==> config.mk <==
export PLATFORM = sky130hd
export DESIGN_NAME = sre_core
export DESIGN_NICKNAME = d
export VERILOG_FILES = /design/src/verilog/sre_pkg.sv /design/src/verilog/sre_arr_if.sv /design/src/verilog/sre_core.sv /design/src/verilog/sre_array.sv
export SDC_FILE = /design/constraint.sdc
export NUM_CORES = 1
export LEC_CHECK = 0
export BUFFER_PORTS_ARGS = -buffer_cell sky130_fd_sc_hd__buf_2
export CAP_MARGIN = 20
export CELL_PAD_IN_SITES_DETAIL_PLACEMENT = 0
export CELL_PAD_IN_SITES_GLOBAL_PLACEMENT = 2
export CORE_MARGIN = 10
export CORE_UTILIZATION = 38
export CTS_CLUSTER_SIZE = 25
export DETAILED_ROUTE_END_ITERATION = 6
export PLACE_DENSITY = 0.86
export SLEW_MARGIN = 20
export SYNTH_ARGS = -nofsm -noshare
export SYNTH_HDL_FRONTEND = slang
export SYNTH_SLANG_ARGS = --single-unit
==> constraint.sdc <==
create_clock -name core_clk -period 2.4 [get_ports core_clk]
set_input_delay 0.12 -clock core_clk [delete_from_list [all_inputs] [get_ports core_clk]]
set_output_delay 0.12 -clock core_clk [all_outputs]
set_load 0.02 [all_outputs]
==> src/verilog/sre_pkg.sv <==
// Constants for the security register erase block.
// Assumes one core clock at 25 MHz; the SPI pins are asynchronous to it.
`default_nettype none
package sre_pkg;
  // =======================================================
  // Command and address decode
  localparam logic [7:0] SRE_OPC_ERASE   = 8'h44;
  localparam logic [7:0] SRE_OPC_WREN    = 8'h06;
  localparam logic [7:0] SRE_OPC_RDSR1   = 8'h05;
  localparam logic [7:0] SRE_OPC_RDSR2   = 8'h35;
  localparam logic [7:0] SRE_ADDR_HI     = 8'h00;
  localparam logic [3:0] SRE_ADDR_MID    = 4'h0;
  localparam int         SRE_CMD_BITS    = 32;
  localparam int         SRE_OPC_BITS    = 8;
  localparam int         SRE_NUM_REGS    = 3;
  localparam int         SRE_REG_BYTES   = 256;
  localparam logic [7:0] SRE_ERASED      = 8'hff;
  // =======================================================
  // Timing: erase time in microseconds at 25 MHz
  localparam int         SRE_CLK_MHZ     = 25;
  localparam int         SRE_T_SE_US     = 1000;
  localparam int         SRE_T_SE_CYC    = SRE_T_SE_US * SRE_CLK_MHZ;
  // =======================================================
  // Status bit positions
  localparam int         SRE_SR1_BUSY    = 0;
  localparam int         SRE_SR1_WRLATCH = 1;
  localparam int         SRE_SR2_LOCK_LO = 3;
  // =======================================================
  // Pin positions inside the synchroniser words
  localparam int         SRE_PIN_CS      = 2;
  localparam int         SRE_PIN_CLK     = 1;
  localparam int         SRE_PIN_DI      = 0;
  // =======================================================
  // Command decoder states, one-hot
  typedef enum logic [3:0] {
    SRE_IDLE  = 4'b0001,
    SRE_SHIFT = 4'b0010,
    SRE_SKIP  = 4'b0100,
    SRE_BUSY  = 4'b1000
  } sre_state_e;
endpackage : sre_pkg
`default_nettype wire

==> src/verilog/sre_arr_if.sv <==
// Carrier between the command engine and the register array.
// Assumes both ends run on core_clk.
`timescale 1ns/100ps
`default_nettype none
interface sre_arr_if;
  logic       clr;
  logic [1:0] sel;
  logic [7:0] rd_idx;
  logic [7:0] rd_data;
  modport ctl (output clr, output sel, output rd_idx, input rd_data);
  modport arr (input clr, input sel, input rd_idx, output rd_data);
endinterface : sre_arr_if
`default_nettype wire

==> src/verilog/sre_core.sv <==
// Security register erase command engine behind the SPI pins.
// Assumes SPI mode 0, clock sampled here, pins asynchronous to core_clk.
// What this block does
// Three 256-byte registers, each erased alone
// Erase taken only with write enable set
// Host sends 44h then 24-bit address
// Address picks register one, two, three
// Chip select rises after bit 32
// Self-timed erase, status register 1 reads (05h) still answered
// Busy bit high throughout the erase
// Write enable latch cleared at completion
// Locked register erase commands are ignored
// Bits sampled on rising clock, MSB first
// Erased register reads all FFh, others kept
`timescale 1ns/100ps
`default_nettype none
module sre_core
  import sre_pkg::*;
#(
  parameter int T_SE_CYC = SRE_T_SE_CYC
)
(
  // Clock and reset
  input  wire logic       core_clk,
  input  wire logic       reset_n,
  // SPI pins
  input  wire logic       spi_cs_n,
  input  wire logic       spi_clk,
  input  wire logic       spi_di,
  output logic            spi_do,
  output logic            spi_do_oe,
  // One-time lock bits, one per register
  input  wire logic [2:0] security_lock_bits,
  // Status
  output logic            busy,
  output logic            write_enable_latch,
  output logic [1:0]      erase_sel
);
  // =======================================================
  // Register array, reached through its carrier
  sre_arr_if arr_if ();
  sre_array u_array (.core_clk(core_clk), .reset_n(reset_n), .arr(arr_if));

  // =======================================================
  // State
  typedef struct packed {
    logic [2:0]  sy1;
    logic [2:0]  sy2;
    sre_state_e  fsm;
    logic        bsy;
    logic        sck_d;
    logic        cs_d;
    logic [31:0] sh;
    logic [5:0]  cnt;
    logic [31:0] tmr;
    logic        wr_en;
    logic [1:0]  sel;
    logic        clr;
    logic [7:0]  out;
    logic        oe;
    logic        rd_sr;
  } sre_core_s;
  sre_core_s st;
  sre_core_s next_st;

  // Only the second synchroniser stage is read by the logic
  wire logic        cs_n      = st.sy2[SRE_PIN_CS];
  wire logic        sck       = st.sy2[SRE_PIN_CLK];
  wire logic        di        = st.sy2[SRE_PIN_DI];
  wire logic        sck_rise  = sck && !st.sck_d;
  wire logic        sck_fall  = !sck && st.sck_d;
  wire logic [31:0] nsh       = {st.sh[30:0], di};
  // Lock bits as they stand in the second status byte
  wire logic [7:0]  lock_byte = {5'h0, security_lock_bits} << SRE_SR2_LOCK_LO;
  logic [7:0]       sr;

  always_comb
  begin
    next_st       = st;
    // Two flip-flops on every pin before any logic looks at it
    next_st.sy1   = {spi_cs_n, spi_clk, spi_di};
    next_st.sy2   = st.sy1;
    next_st.sck_d = sck;
    next_st.cs_d  = cs_n;
    next_st.clr   = 1'b0;
    sr                  = '0;
    sr[SRE_SR1_BUSY]    = st.bsy;
    sr[SRE_SR1_WRLATCH] = st.wr_en;
    unique case (st.fsm)
      SRE_IDLE:
      begin
        if (!cs_n)
        begin
          next_st.fsm   = SRE_SHIFT;
          next_st.cnt   = '0;
          next_st.rd_sr = 1'b0;
        end
      end
      SRE_SHIFT:
      begin
        // sample on rising edge
        if (!cs_n && sck_rise)
        begin
          next_st.sh = nsh;
          // Saturates, so an overlong frame never looks like 32 bits
          if (st.cnt != '1)
            next_st.cnt = st.cnt + 6'd1;
        end
        if (!cs_n && sck_rise && st.cnt == 6'(SRE_OPC_BITS - 1))
        begin
          if (nsh[7:0] == SRE_OPC_RDSR1 || nsh[7:0] == SRE_OPC_RDSR2)
          begin
            next_st.rd_sr = 1'b1;
            next_st.out   = (nsh[7:0] == SRE_OPC_RDSR1) ? sr : lock_byte;
          end
          // only erase needs write enable
          else if (nsh[7:0] != SRE_OPC_ERASE && nsh[7:0] != SRE_OPC_WREN)
            next_st.fsm = SRE_SKIP;
          else if (nsh[7:0] == SRE_OPC_ERASE && !st.wr_en)
            next_st.fsm = SRE_SKIP;
        end
        // First falling edge after the opcode only turns the pin on
        if (st.rd_sr && sck_fall)
        begin
          next_st.oe = 1'b1;
          if (st.oe)
            next_st.out = {st.out[6:0], 1'b0};
        end
        if (cs_n)
        begin
          next_st.fsm = SRE_IDLE;
          next_st.oe  = 1'b0;
          if (st.cnt == 6'(SRE_OPC_BITS) && st.sh[7:0] == SRE_OPC_WREN)
            next_st.wr_en = 1'b1;
          // exactly 32 bits, else discarded
          if (st.cnt == 6'(SRE_CMD_BITS) && st.sh[31:24] == SRE_OPC_ERASE && st.wr_en)
          begin
            // address decode
            if (st.sh[23:16] == SRE_ADDR_HI && st.sh[11:8] == SRE_ADDR_MID &&
                st.sh[15:12] >= 4'h1 && st.sh[15:12] <= 4'h3)
            begin
              // lock bit vetoes erase
              if (!security_lock_bits[st.sh[13:12] - 2'd1])
              begin
                // start self-timed erase
                next_st.fsm = SRE_BUSY;
                next_st.sel = st.sh[13:12];
                next_st.tmr = 32'(T_SE_CYC);
              end
            end
          end
        end
      end
      SRE_SKIP:
      begin
        if (cs_n)
          next_st.fsm = SRE_IDLE;
      end
      SRE_BUSY:
      begin
        // status register 1 reads (05h) still served in busy
        if (!cs_n && !st.cs_d)
        begin
          if (sck_rise && st.cnt != 6'(SRE_OPC_BITS))
          begin
            next_st.sh  = nsh;
            next_st.cnt = st.cnt + 6'd1;
          end
          if (st.cnt == 6'(SRE_OPC_BITS) && st.sh[7:0] == SRE_OPC_RDSR1 && sck_fall)
          begin
            next_st.oe  = 1'b1;
            next_st.out = st.rd_sr ? {st.out[6:0], 1'b0} : sr;
            next_st.rd_sr = 1'b1;
          end
        end
        else
        begin
          next_st.cnt   = '0;
          next_st.oe    = 1'b0;
          next_st.rd_sr = 1'b0;
        end
        // busy held until timer expires
        next_st.tmr = st.tmr - 32'd1;
        if (st.tmr == 32'd1)
        begin
          next_st.clr   = 1'b1;
          next_st.fsm   = SRE_IDLE;
          // clear write enable latch
          next_st.wr_en = 1'b0;
          next_st.oe    = 1'b0;
        end
      end
      default:
        next_st.fsm = SRE_IDLE;
    endcase
    // Busy is kept as a flop of its own so the output needs no decode
    next_st.bsy = (next_st.fsm == SRE_BUSY);
  end

  always_ff @(posedge core_clk or negedge reset_n)
  begin
    if (!reset_n)
    begin
      st                 <= '0;
      st.fsm             <= SRE_IDLE;
      // Idle levels of the pins, so no false edge follows reset
      st.sy1[SRE_PIN_CS] <= 1'b1;
      st.sy2[SRE_PIN_CS] <= 1'b1;
      st.cs_d            <= 1'b1;
    end
    else
      st <= next_st;
  end

  assign arr_if.clr         = st.clr;
  assign arr_if.sel         = st.sel;
  // The low shift byte picks the byte watched after a clear: the don't-care low address byte, or the opcode of the last frame taken during busy
  assign arr_if.rd_idx      = st.sh[7:0];
  assign spi_do             = st.out[7];
  assign spi_do_oe          = st.oe;
  assign busy               = st.bsy;
  assign write_enable_latch = st.wr_en;
  assign erase_sel          = st.sel;

  // =======================================================
  // Checks
  // latch cleared at end
  a_end_clears_latch:
    assert property (@(posedge core_clk) disable iff (!reset_n)
      $fell(busy) |-> !write_enable_latch)
    else $error("write enable latch still set after erase");
  // erase needs latch
  a_erase_needs_latch:
    assert property (@(posedge core_clk) disable iff (!reset_n)
      $rose(busy) |-> $past(write_enable_latch))
    else $error("erase began without write enable");
  // register always selected
  a_busy_sel_valid:
    assert property (@(posedge core_clk) disable iff (!reset_n)
      busy |-> (erase_sel != 2'd0))
    else $error("busy with no register");
  // lock bit vetoes
  a_locked_no_erase:
    assert property (@(posedge core_clk) disable iff (!reset_n)
      $rose(busy) |-> !security_lock_bits[erase_sel - 2'd1])
    else $error("locked register erased");
  // start on select rise
  a_start_on_cs:
    assert property (@(posedge core_clk) disable iff (!reset_n)
      $rose(busy) |-> $past(cs_n))
    else $error("erase began with select low");
  // exactly 32 bits
  a_bits_exact:
    assert property (@(posedge core_clk) disable iff (!reset_n)
      $rose(busy) |-> ($past(st.cnt) == 6'(SRE_CMD_BITS)))
    else $error("bad bit count");
  // clear at end
  a_clr_at_end:
    assert property (@(posedge core_clk) disable iff (!reset_n)
      $fell(busy) |-> st.clr)
    else $error("no clear at end");
  // erased byte reads ones
  a_erased_ones:
    assert property (@(posedge core_clk) disable iff (!reset_n)
      st.clr |=> (arr_if.rd_data == SRE_ERASED))
    else $error("erased byte not all ones");
  // busy holds on
  a_busy_holds:
    assert property (@(posedge core_clk) disable iff (!reset_n)
      $rose(busy) |-> busy[*2])
    else $error("busy dropped early");
endmodule : sre_core
`default_nettype wire

==> src/verilog/sre_array.sv <==
// Three 256-byte security registers held in flip-flops.
// Assumes clr is a one-cycle pulse with sel 1 to 3.
`timescale 1ns/100ps
`default_nettype none
module sre_array
  import sre_pkg::*;
(
  // Clock and reset
  input wire logic core_clk,
  input wire logic reset_n,
  // Command side
  sre_arr_if.arr   arr
);
  typedef struct packed {
    logic [SRE_NUM_REGS-1:0][SRE_REG_BYTES-1:0][7:0] mem;
  } sre_arr_s;
  sre_arr_s st;
  sre_arr_s next_st;

  always_comb
  begin
    next_st = st;
    // each register erased alone
    for (int r = 0; r < SRE_NUM_REGS; r++)
    begin
      // selected register goes to all ones
      if (arr.clr && (arr.sel == 2'(r + 1)))
      begin
        for (int b = 0; b < SRE_REG_BYTES; b++)
        begin
          next_st.mem[r][b] = SRE_ERASED;
        end
      end
    end
  end

  always_ff @(posedge core_clk or negedge reset_n)
  begin
    if (!reset_n)
      st <= '1;
    else
      st <= next_st;
  end

  assign arr.rd_data = (arr.sel == 2'd0) ? SRE_ERASED : st.mem[arr.sel - 2'd1][arr.rd_idx];
endmodule : sre_array
`default_nettype wire

Yosys cells after proc, flatten, opt, wreduce, memory -nomap -nowiden:

Cells that the tools add are included.

* flip-flop bits (word level): 96
* logic and storage cells: 141
* memories kept: 0
* bits in latches: 0
* bits in read-only memories: 0
* bits in writable memories: 0
* output and inout port bits: 6

* divide/modulo/power cells: 0
* shift-type cells: 0
* muxes and demuxes: 48
* equality and inequality tests: 37
* add/sub/neg operators: 3
* $mul: 0
* reductions and logical operators: 35
* bitwise operators: 1
* magnitude comparators: 3

Operator list (count)
* 32-bit two-way mux: 4
* 38-bit two-way mux: 2
* 33-bit one-hot mux with 2 select lines: 1
* 32-bit one-hot mux with 2 select lines: 1
* 4-bit two-way mux: 11
* 8-bit two-way mux: 5
* 35-bit two-way mux: 1
* 32-bit by 1-bit == test with 1-bit output, second input constant: 1
* 32-bit by 1-bit subtractor with 32-bit output, second input constant: 1
* 2-bit inequality test, second input constant: 14
* 8-bit by 3-bit == test with 1-bit output, second input constant: 3
* 6-bit two-way mux: 4
* 5-bit AND reduction: 4
* 6-bit one-hot mux with 3 select lines: 1
* 9-bit one-hot mux with 2 select lines: 1
* 1-bit logical AND: 17
* 8-bit by 7-bit == test with 1-bit output, second input constant: 2
* 4-bit one-hot mux with 4 select lines: 1
* 10-bit two-way mux: 1
* 9-bit two-way mux: 1
* 3-bit inequality test, second input constant: 3
* 4-bit == test, second input constant: 2
* 8-bit by 6-bit == test with 1-bit output, second input constant: 1
* 8-bit logical NOT: 1
* other kinds (28): 44

Longest topological paths before layout:

Gate-level depths: netlist of run 1.

* depth after elaboration: 9
* depth in mapped cells: 8
* depth with buffers taken out: 7

Worst setup path after synthesis of run 1:

Ideal clock, no wire load.

* kind: register -> register
* from: reg st, in the netlist nsh[13]
* to: reg st[16] in the netlist's numbering
* slack: -0.124 ns
* required time: 2.268 ns
* cell stages (with the launch flop): 9
* period minus slack after synthesis: 2.524 ns
* arrival: 2.392 ns
* path through: dfrtp_1 inv_1 ha_1 mux2_2 a2111o_1 nor4_1 clkbuf_1 clkbuf_1 nor2_1

* longest elaborated chain between the ends: 5

Ends and longest elaborated chain
* from (decl): line sre_core.sv:63 `sre_core_s st;`
* from (signal assigned): line sre_core.sv:212 `st <= next_st;`
* 2-bit by 1-bit subtractor with 2-bit output / 4-bit by 1-bit >= comparator with 1-bit output (equally long branches): line sre_core.sv:143, sre_core.sv:140
* 1-bit binary-select mux with 2-bit select / 1-bit logical AND (equally long branches): line sre_core.sv:143, sre_core.sv:139
* 1-bit two-way mux (not written as such) / 1-bit logical AND (equally long branches): line sre_core.sv:143, sre_core.sv:140
* 2-bit inequality test (no source line)
* 5-bit AND reduction (no source line) *

Every way passes the cells marked *; elsewhere a longest branch is shown, timed or not. The select of a mux whose other input is x is not followed.
A chain may end at the register's enable or synchronous reset.

Final worst setup path of run 1:

* from: reg st[25] in the netlist's numbering
* to: reg st[40] in the netlist's numbering

* longest elaborated chain between the ends: 2

Ends and longest elaborated chain
* 32-bit by 1-bit subtractor with 32-bit output: line sre_core.sv:183 `next_st.tmr = st.tmr - 32'd1;`
* 33-bit one-hot mux with 2 select lines: line sre_core.sv:89 `unique case (st.fsm)`

No other way between the ends.

==> qor.csv, run 1 <==
metric,value,unit
status,completed,
antenna cell count,0,
Pleak,2.54,nW
FF-to-FF path depth,5,
CTS tree,yes,
fraction of layout cells with a size suffix above 1,29.7,%
Initial DRT Pass Iterations,4,
PD cells,643,nW/um2
Initial Util,39.1,%
Crit path largest cell delay,0.52,ns
"most common cell after layout, fill and taps aside",dfrtp_1,
worst-margin pin slew,0.645,ns
Post-synth EDFFs,0,
crit path max fanout,4,
"Slowest-stage cell, CP",or4_1,
core area,12700,um2
Non-Filler Instances,717,
reg-to-reg setup timing slack,0.08,ns
Hold EP,st[6],
Switching Fraction,28.3,%
register bit total from synthesis,96,
Syn Area/Cell,10.5,um2
Top Ports,14,
Sw Pwr,1.12,mW
register area share after synthesis,48.4,%
die width,134,um
Post-synth top flop,dfrtp_1,
pin count of the biggest net entering global routing,52,
R2R Path Start,st[25],
final clock skew,0.00920,ns
Die Ht,134,um
Yosys warning total,0,
initial antenna violation count,0,
DRT Wirelength,11.8,mm
worst-case clock buffer depth,2,
global-route wire length before repair,19.7,mm
Final WS setup,0.0791,ns
highest-count cells in the layout ignoring fill and taps,"92 x dfrtp_1, 53 x buf_4, 39 x nor2_1",
Crit path top cell by count,or3_4,
ys async rst share,100,%
Congestion Overflow GR,0,
H-tree levels,3,
required time worst endpoint,2.69,ns
Crit path arrival time,2.61,ns
Final Hold Viols,0,
Reg-to-Reg End,st[40],
period utilization,96.7,%
num rows,41,
Num CTS Buffers,9,
Hold Path Stages,4,
pre-CTS setup slack,-0.0252,ns
DRC,0,
Hold Path Class,input port to flip-flop,
minimum clock period,2.32,ns
Final nets,554,
f_max,0.431,GHz
filler cell count,1218,
cell taking the most area after synthesis,dfrtp_1,
WP buf/inv,0,
wire length per cell,16.5,um
Synth Net Count,489,
maximum VDD drop,0.374,mV
DR vias/cell,5.50,
synth top area cells,"dfrtp_1 46%, mux2_2 7.9%, o21ai_0 3.1%",
Cell Count Post-Placement,689,
Syn Std Cell Area,4980,um2
final setup vio count,0,
Clock Latency Late Sink,0.36,ns
via count,3946,
Area Growth Syn to Fin,23.3,%
Iter 0 DRT Violations,268,
Comb pwr share,16.1,%
crit path cell chain,or4_1 -> or3_4 -> or4_4 -> or3_4 -> a21oi_2,
Flop pwr share,46.0,%
Yosys top cell area share,46.3,%
Syn Inst Count,475,
root buffer cell,clkbuf_16,
Cell variety after synth,62,
vias in the first global route,3926,
post-DP HPWL,8.17,mm
clk slew on worst S/H paths,0.07,ns
Sink Count,96,
CP startpoint kind,flip-flop,
hold_sp,security_lock_bits[1],
"antenna viol nets, final",0,
family with the most delay on the worst path,simple AND/OR/NAND/NOR gates,
Placer Congestion,0.859,
PortBufs,13,
cell internal pwr,2.83,mW
slew margin rel.,57.0,%
die area,18100,um2
Max Slew Vio Count,0,
crit path kind,flip-flop to flip-flop,
Clk pwr share,37.9,%
total track usage,13.4,%
max-cap violations,0,
crit end category,flip-flop,
==> power groups by stage <==
stage               Combinational, mW  Clock [mW]  Sequential (mW)
floorplan                       0.351           0             1.81
global placement                0.546           0             1.84
detailed placement              0.563           0             1.84
CTS                             0.583        1.55             1.81
global route                    0.707        1.60             1.83
finish                          0.636        1.49             1.81
==> cells by family after synthesis <==
group           count (synthesis)  share of synthesized area, %
compound gates                 76                          10.2
flops                          96                          48.4
buf+inv                        35                          3.07
mux                            47                          10.3
xor+xnor                       18                          3.17
simple gates                  197                          23.4
fa+ha+maj                       6                          1.51
==> synthesized netlist by cell type, drive strengths merged, types with 8 or more instances <==
master and number:
and3 8, clkbuf 14, nor2 39, or3 16, xnor2 14, nor4 22, mux2 35, nor3 21
nand2 24, dfrtp 92, mux2i 12, inv 12, a21oi 8, or4 13, nand4 8, o21ai 32
buf 9
==> worst max-delay path by stage <==
stage,from,endpoint,slack (ns),depth (start not counted)
floorplan,st[24],st[40],0.01,6
global route,st[47],st[5],-0.002,8
CTS,st[46],st[5],0.0008,8
global placement,st[46],st[5],0.009,8
detailed placement,st[46],st[0],-0.03,7
finish,st[25],st[40],0.08,5
==> through the flow <==
| step | hold slack, ns | area [um2] | setup TNS (ns) | util (%) | total power, mW |
|---|---|---|---|---|---|
| 4_1_cts | 0.236 | 5970 | 0 | 46.9 | 3.94 |
| 6_report | 0.260 | 6130 | 0 | 48.2 | 3.94 |
| 5_1_grt | 0.272 | 6130 | -0.00281 | 48.2 | 4.14 |
| 3_5_place_dp | 0.166 | 5610 | -0.0440 | 44.1 | 2.40 |
| 3_3_place_gp | 0.156 | 5610 | 0 | 44.1 | 2.38 |
| 2_1_floorplan | -0.176 | 4990 | 0 | - | 2.16 |
==> cell type report <==
cell class | instances | area (um2) | area share (%)
Clock inverter | 6 | 73.8 | 1.20
Sequential cell | 96 | 2410 | 39.2
Inverter | 12 | 45.0 | 0.734
Timing Repair Buffer | 77 | 637 | 10.4
Clock buffer | 10 | 229 | 3.73
Multi-Input combinational cell | 344 | 2530 | 41.2
Tap cell | 172 | 215 | 3.51
==> worst min-delay path: cells and delay by family <==
kind,cells,cell delay [ns]
AOI/OAI and AO/OA,2,0.15
buffers and inverters,1,0.13
and+or+nand+nor,1,0.17
==> registers in the layout, indices dropped and copies added (netlist names) <==
signal	flops
write_enable_latch	1
cs_n	1
arr_if.rd_idx	8
erase_sel	2
nsh	23
next_st	4
spi_do	1
spi_do_oe	1
busy	1
st	53
di	1
==> routing by layer <==
metal	vias to the layer above	global-route usage [%]	routed length, um
li1	1903	-	-
met5	-	0	0
met4	0	6.83	261
met1	1986	18.1	6000
met3	17	2.39	254
met2	40	20.1	5310
==> what timing repair did <==
item | in CTS | in global routing
hold endpoints to repair | 45 | 0
pin swaps | 0 | 6
buffers inserted | 0 | 7
resized for setup | 3 | 16
endpoints found under the setup margin | 7 | 32
cloned | 0 | 1
hold buffers | 4 | 0
Power figures use the tool's default switching activity.
==> run 2, diff against run 1 <==
--- a/config.mk
+++ b/config.mk
@@ -11,6 +11,7 @@
 export CELL_PAD_IN_SITES_GLOBAL_PLACEMENT = 2
 export CORE_MARGIN = 10
 export CORE_UTILIZATION = 38
+export CTS_BUF_LIST = sky130_fd_sc_hd__clkbuf_8 sky130_fd_sc_hd__clkbuf_16
 export CTS_CLUSTER_SIZE = 25
 export DETAILED_ROUTE_END_ITERATION = 6
 export PLACE_DENSITY = 0.86
==> run 2 against run 1 <==
Against the previous run: count of clock-buffer cells in the layout fell by 1; die area unchanged; total power fell by 0.10%; setup slack unchanged; critical endpoint unchanged; non-clock buffer count did not move; sequential cell count unchanged; highest routed layer unchanged; global-route usage is the same; register-to-register slack hardly changed; sequential power about the same; first-iteration DRC count unchanged.
==> qor.csv, run 2 (synthesis gave the netlist of run 1 again) <==
metric,value,unit
status,completed,
required time worst endpoint,2.69,ns
Final nets,554,
"antenna viol nets, final",0,
initial antenna violation count,0,
Iter 0 DRT Violations,268,
global-route wire length before repair,19.7,mm
Hold EP,st[6],
die area,18100,um2
"most common cell after layout, fill and taps aside",dfrtp_1,
worst-case clock buffer depth,2,
slew margin rel.,57.0,%
DR vias/cell,5.50,
Reg-to-Reg End,st[40],
Hold WS,0.260,ns
hold_sp,security_lock_bits[1],
total track usage,13.4,%
placed cell area,5610,um2
root buffer cell,clkbuf_16,
Sw Pwr,1.12,mW
Flop pwr share,46.1,%
Cell Count Post-Placement,689,
pre-CTS setup slack,-0.0252,ns
Congestion Overflow GR,0,
pin count of the biggest net entering global routing,52,
PortBufs,13,
clk slew on worst S/H paths,0.07,ns
highest-count cells in the layout ignoring fill and taps,"92 x dfrtp_1, 53 x buf_4, 39 x nor2_1",
Clk pwr share,37.8,%
period utilization,96.7,%
final clock skew,0.00920,ns
reg-to-reg setup timing slack,0.08,ns
PD cells,642,nW/um2
final instance area,6130,um2
Final WS setup,0.0791,ns
Final Hold Viols,0,
max-cap violations,0,
minimum clock period,2.32,ns
Top Ports,14,
crit end category,flip-flop,
core area,12700,um2
Tot Pwr,3.94,mW
final setup vio count,0,
Crit path arrival time,2.61,ns
num rows,41,
Num CTS Buffers,9,
DRC,0,
worst-margin pin slew,0.645,ns
CP startpoint kind,flip-flop,
maximum VDD drop,0.374,mV
vias in the first global route,3926,
Initial DRT Pass Iterations,4,
Finished Core Util,48.2,%
crit path max fanout,4,
Placer Congestion,0.859,
Pleak,2.54,nW
largest register by flop count,st,
Die Ht,134,um
crit path kind,flip-flop to flip-flop,
Comb pwr share,16.2,%
f_max,0.431,GHz
post-DP HPWL,8.17,mm
Sink Count,96,
R2R Path Start,st[25],
Hold Path Stages,4,
Clock Latency Late Sink,0.36,ns
antenna cell count,0,
fraction of layout cells with a size suffix above 1,29.7,%
die width,134,um
Hold Path Class,input port to flip-flop,
H-tree levels,3,
CTS tree,yes,
Initial Util,39.1,%
Max Slew Vio Count,0,
wire length per cell,16.5,um
DRT Wirelength,11.8,mm
Switching Fraction,28.4,%
FF-to-FF path depth,5,
max FFs per register,53,
Non-Filler Instances,717,
Area Growth Syn to Fin,23.3,%
via count,3946,
cell internal pwr,2.82,mW
setup TNS,0,ns
## run 2: cell type report
cell class                      instances  area (um2)
Clock inverter                          7        77.6
Fill cell                            1218        6590
Multi-Input combinational cell        344        2530
Tap cell                              172         215
Timing Repair Buffer                   77         637
Inverter                               12        45.0
Sequential cell                        96        2410
Clock buffer                            9         225
## run 2: worst max-delay path: stages (launching register included)
cell and delay, ns:
dfrtp_1 0.37, or4_1 0.52, or3_4 0.42, or4_4 0.44, or3_4 0.38, a21oi_2 0.13
## run 2: routing by layer
layer	GRT usage, %	wire, um	vias up
met5	0	0	-
met4	6.83	261	0
met3	2.39	254	17
met2	20.1	5310	40
met1	18.1	6000	1986
li1	-	-	1903
## run 2: power groups by stage
stage          Combinational [mW]  Clock (mW)  Sequential [mW]
6_report                    0.636        1.49             1.81
5_1_grt                     0.707        1.60             1.83
4_1_cts                     0.583        1.54             1.81
3_5_place_dp                0.563           0             1.84
3_3_place_gp                0.546           0             1.84
2_1_floorplan               0.351           0             1.81
## run 2: worst max-delay path by stage
| stage | end | cells after the start | from |
|---|---|---|---|
| after floorplan | st[40] | 6 | st[24] |
| after global placement | st[5] | 8 | st[46] |
| after detailed placement | st[0] | 7 | st[46] |
| after CTS | st[5] | 8 | st[46] |
| after global routing | st[5] | 8 | st[47] |
| final | st[40] | 5 | st[25] |
## run 2: what timing repair did
| action | 4_1_cts | 5_1_grt |
|---|---|---|
| hold endpoints to repair | 45 | 0 |
| setup endpoints to repair | 7 | 32 |
| pin swaps | 0 | 6 |
| resized for setup | 3 | 16 |
| hold buffers | 4 | 0 |
| buffers inserted | 0 | 7 |
| gates cloned | 0 | 1 |
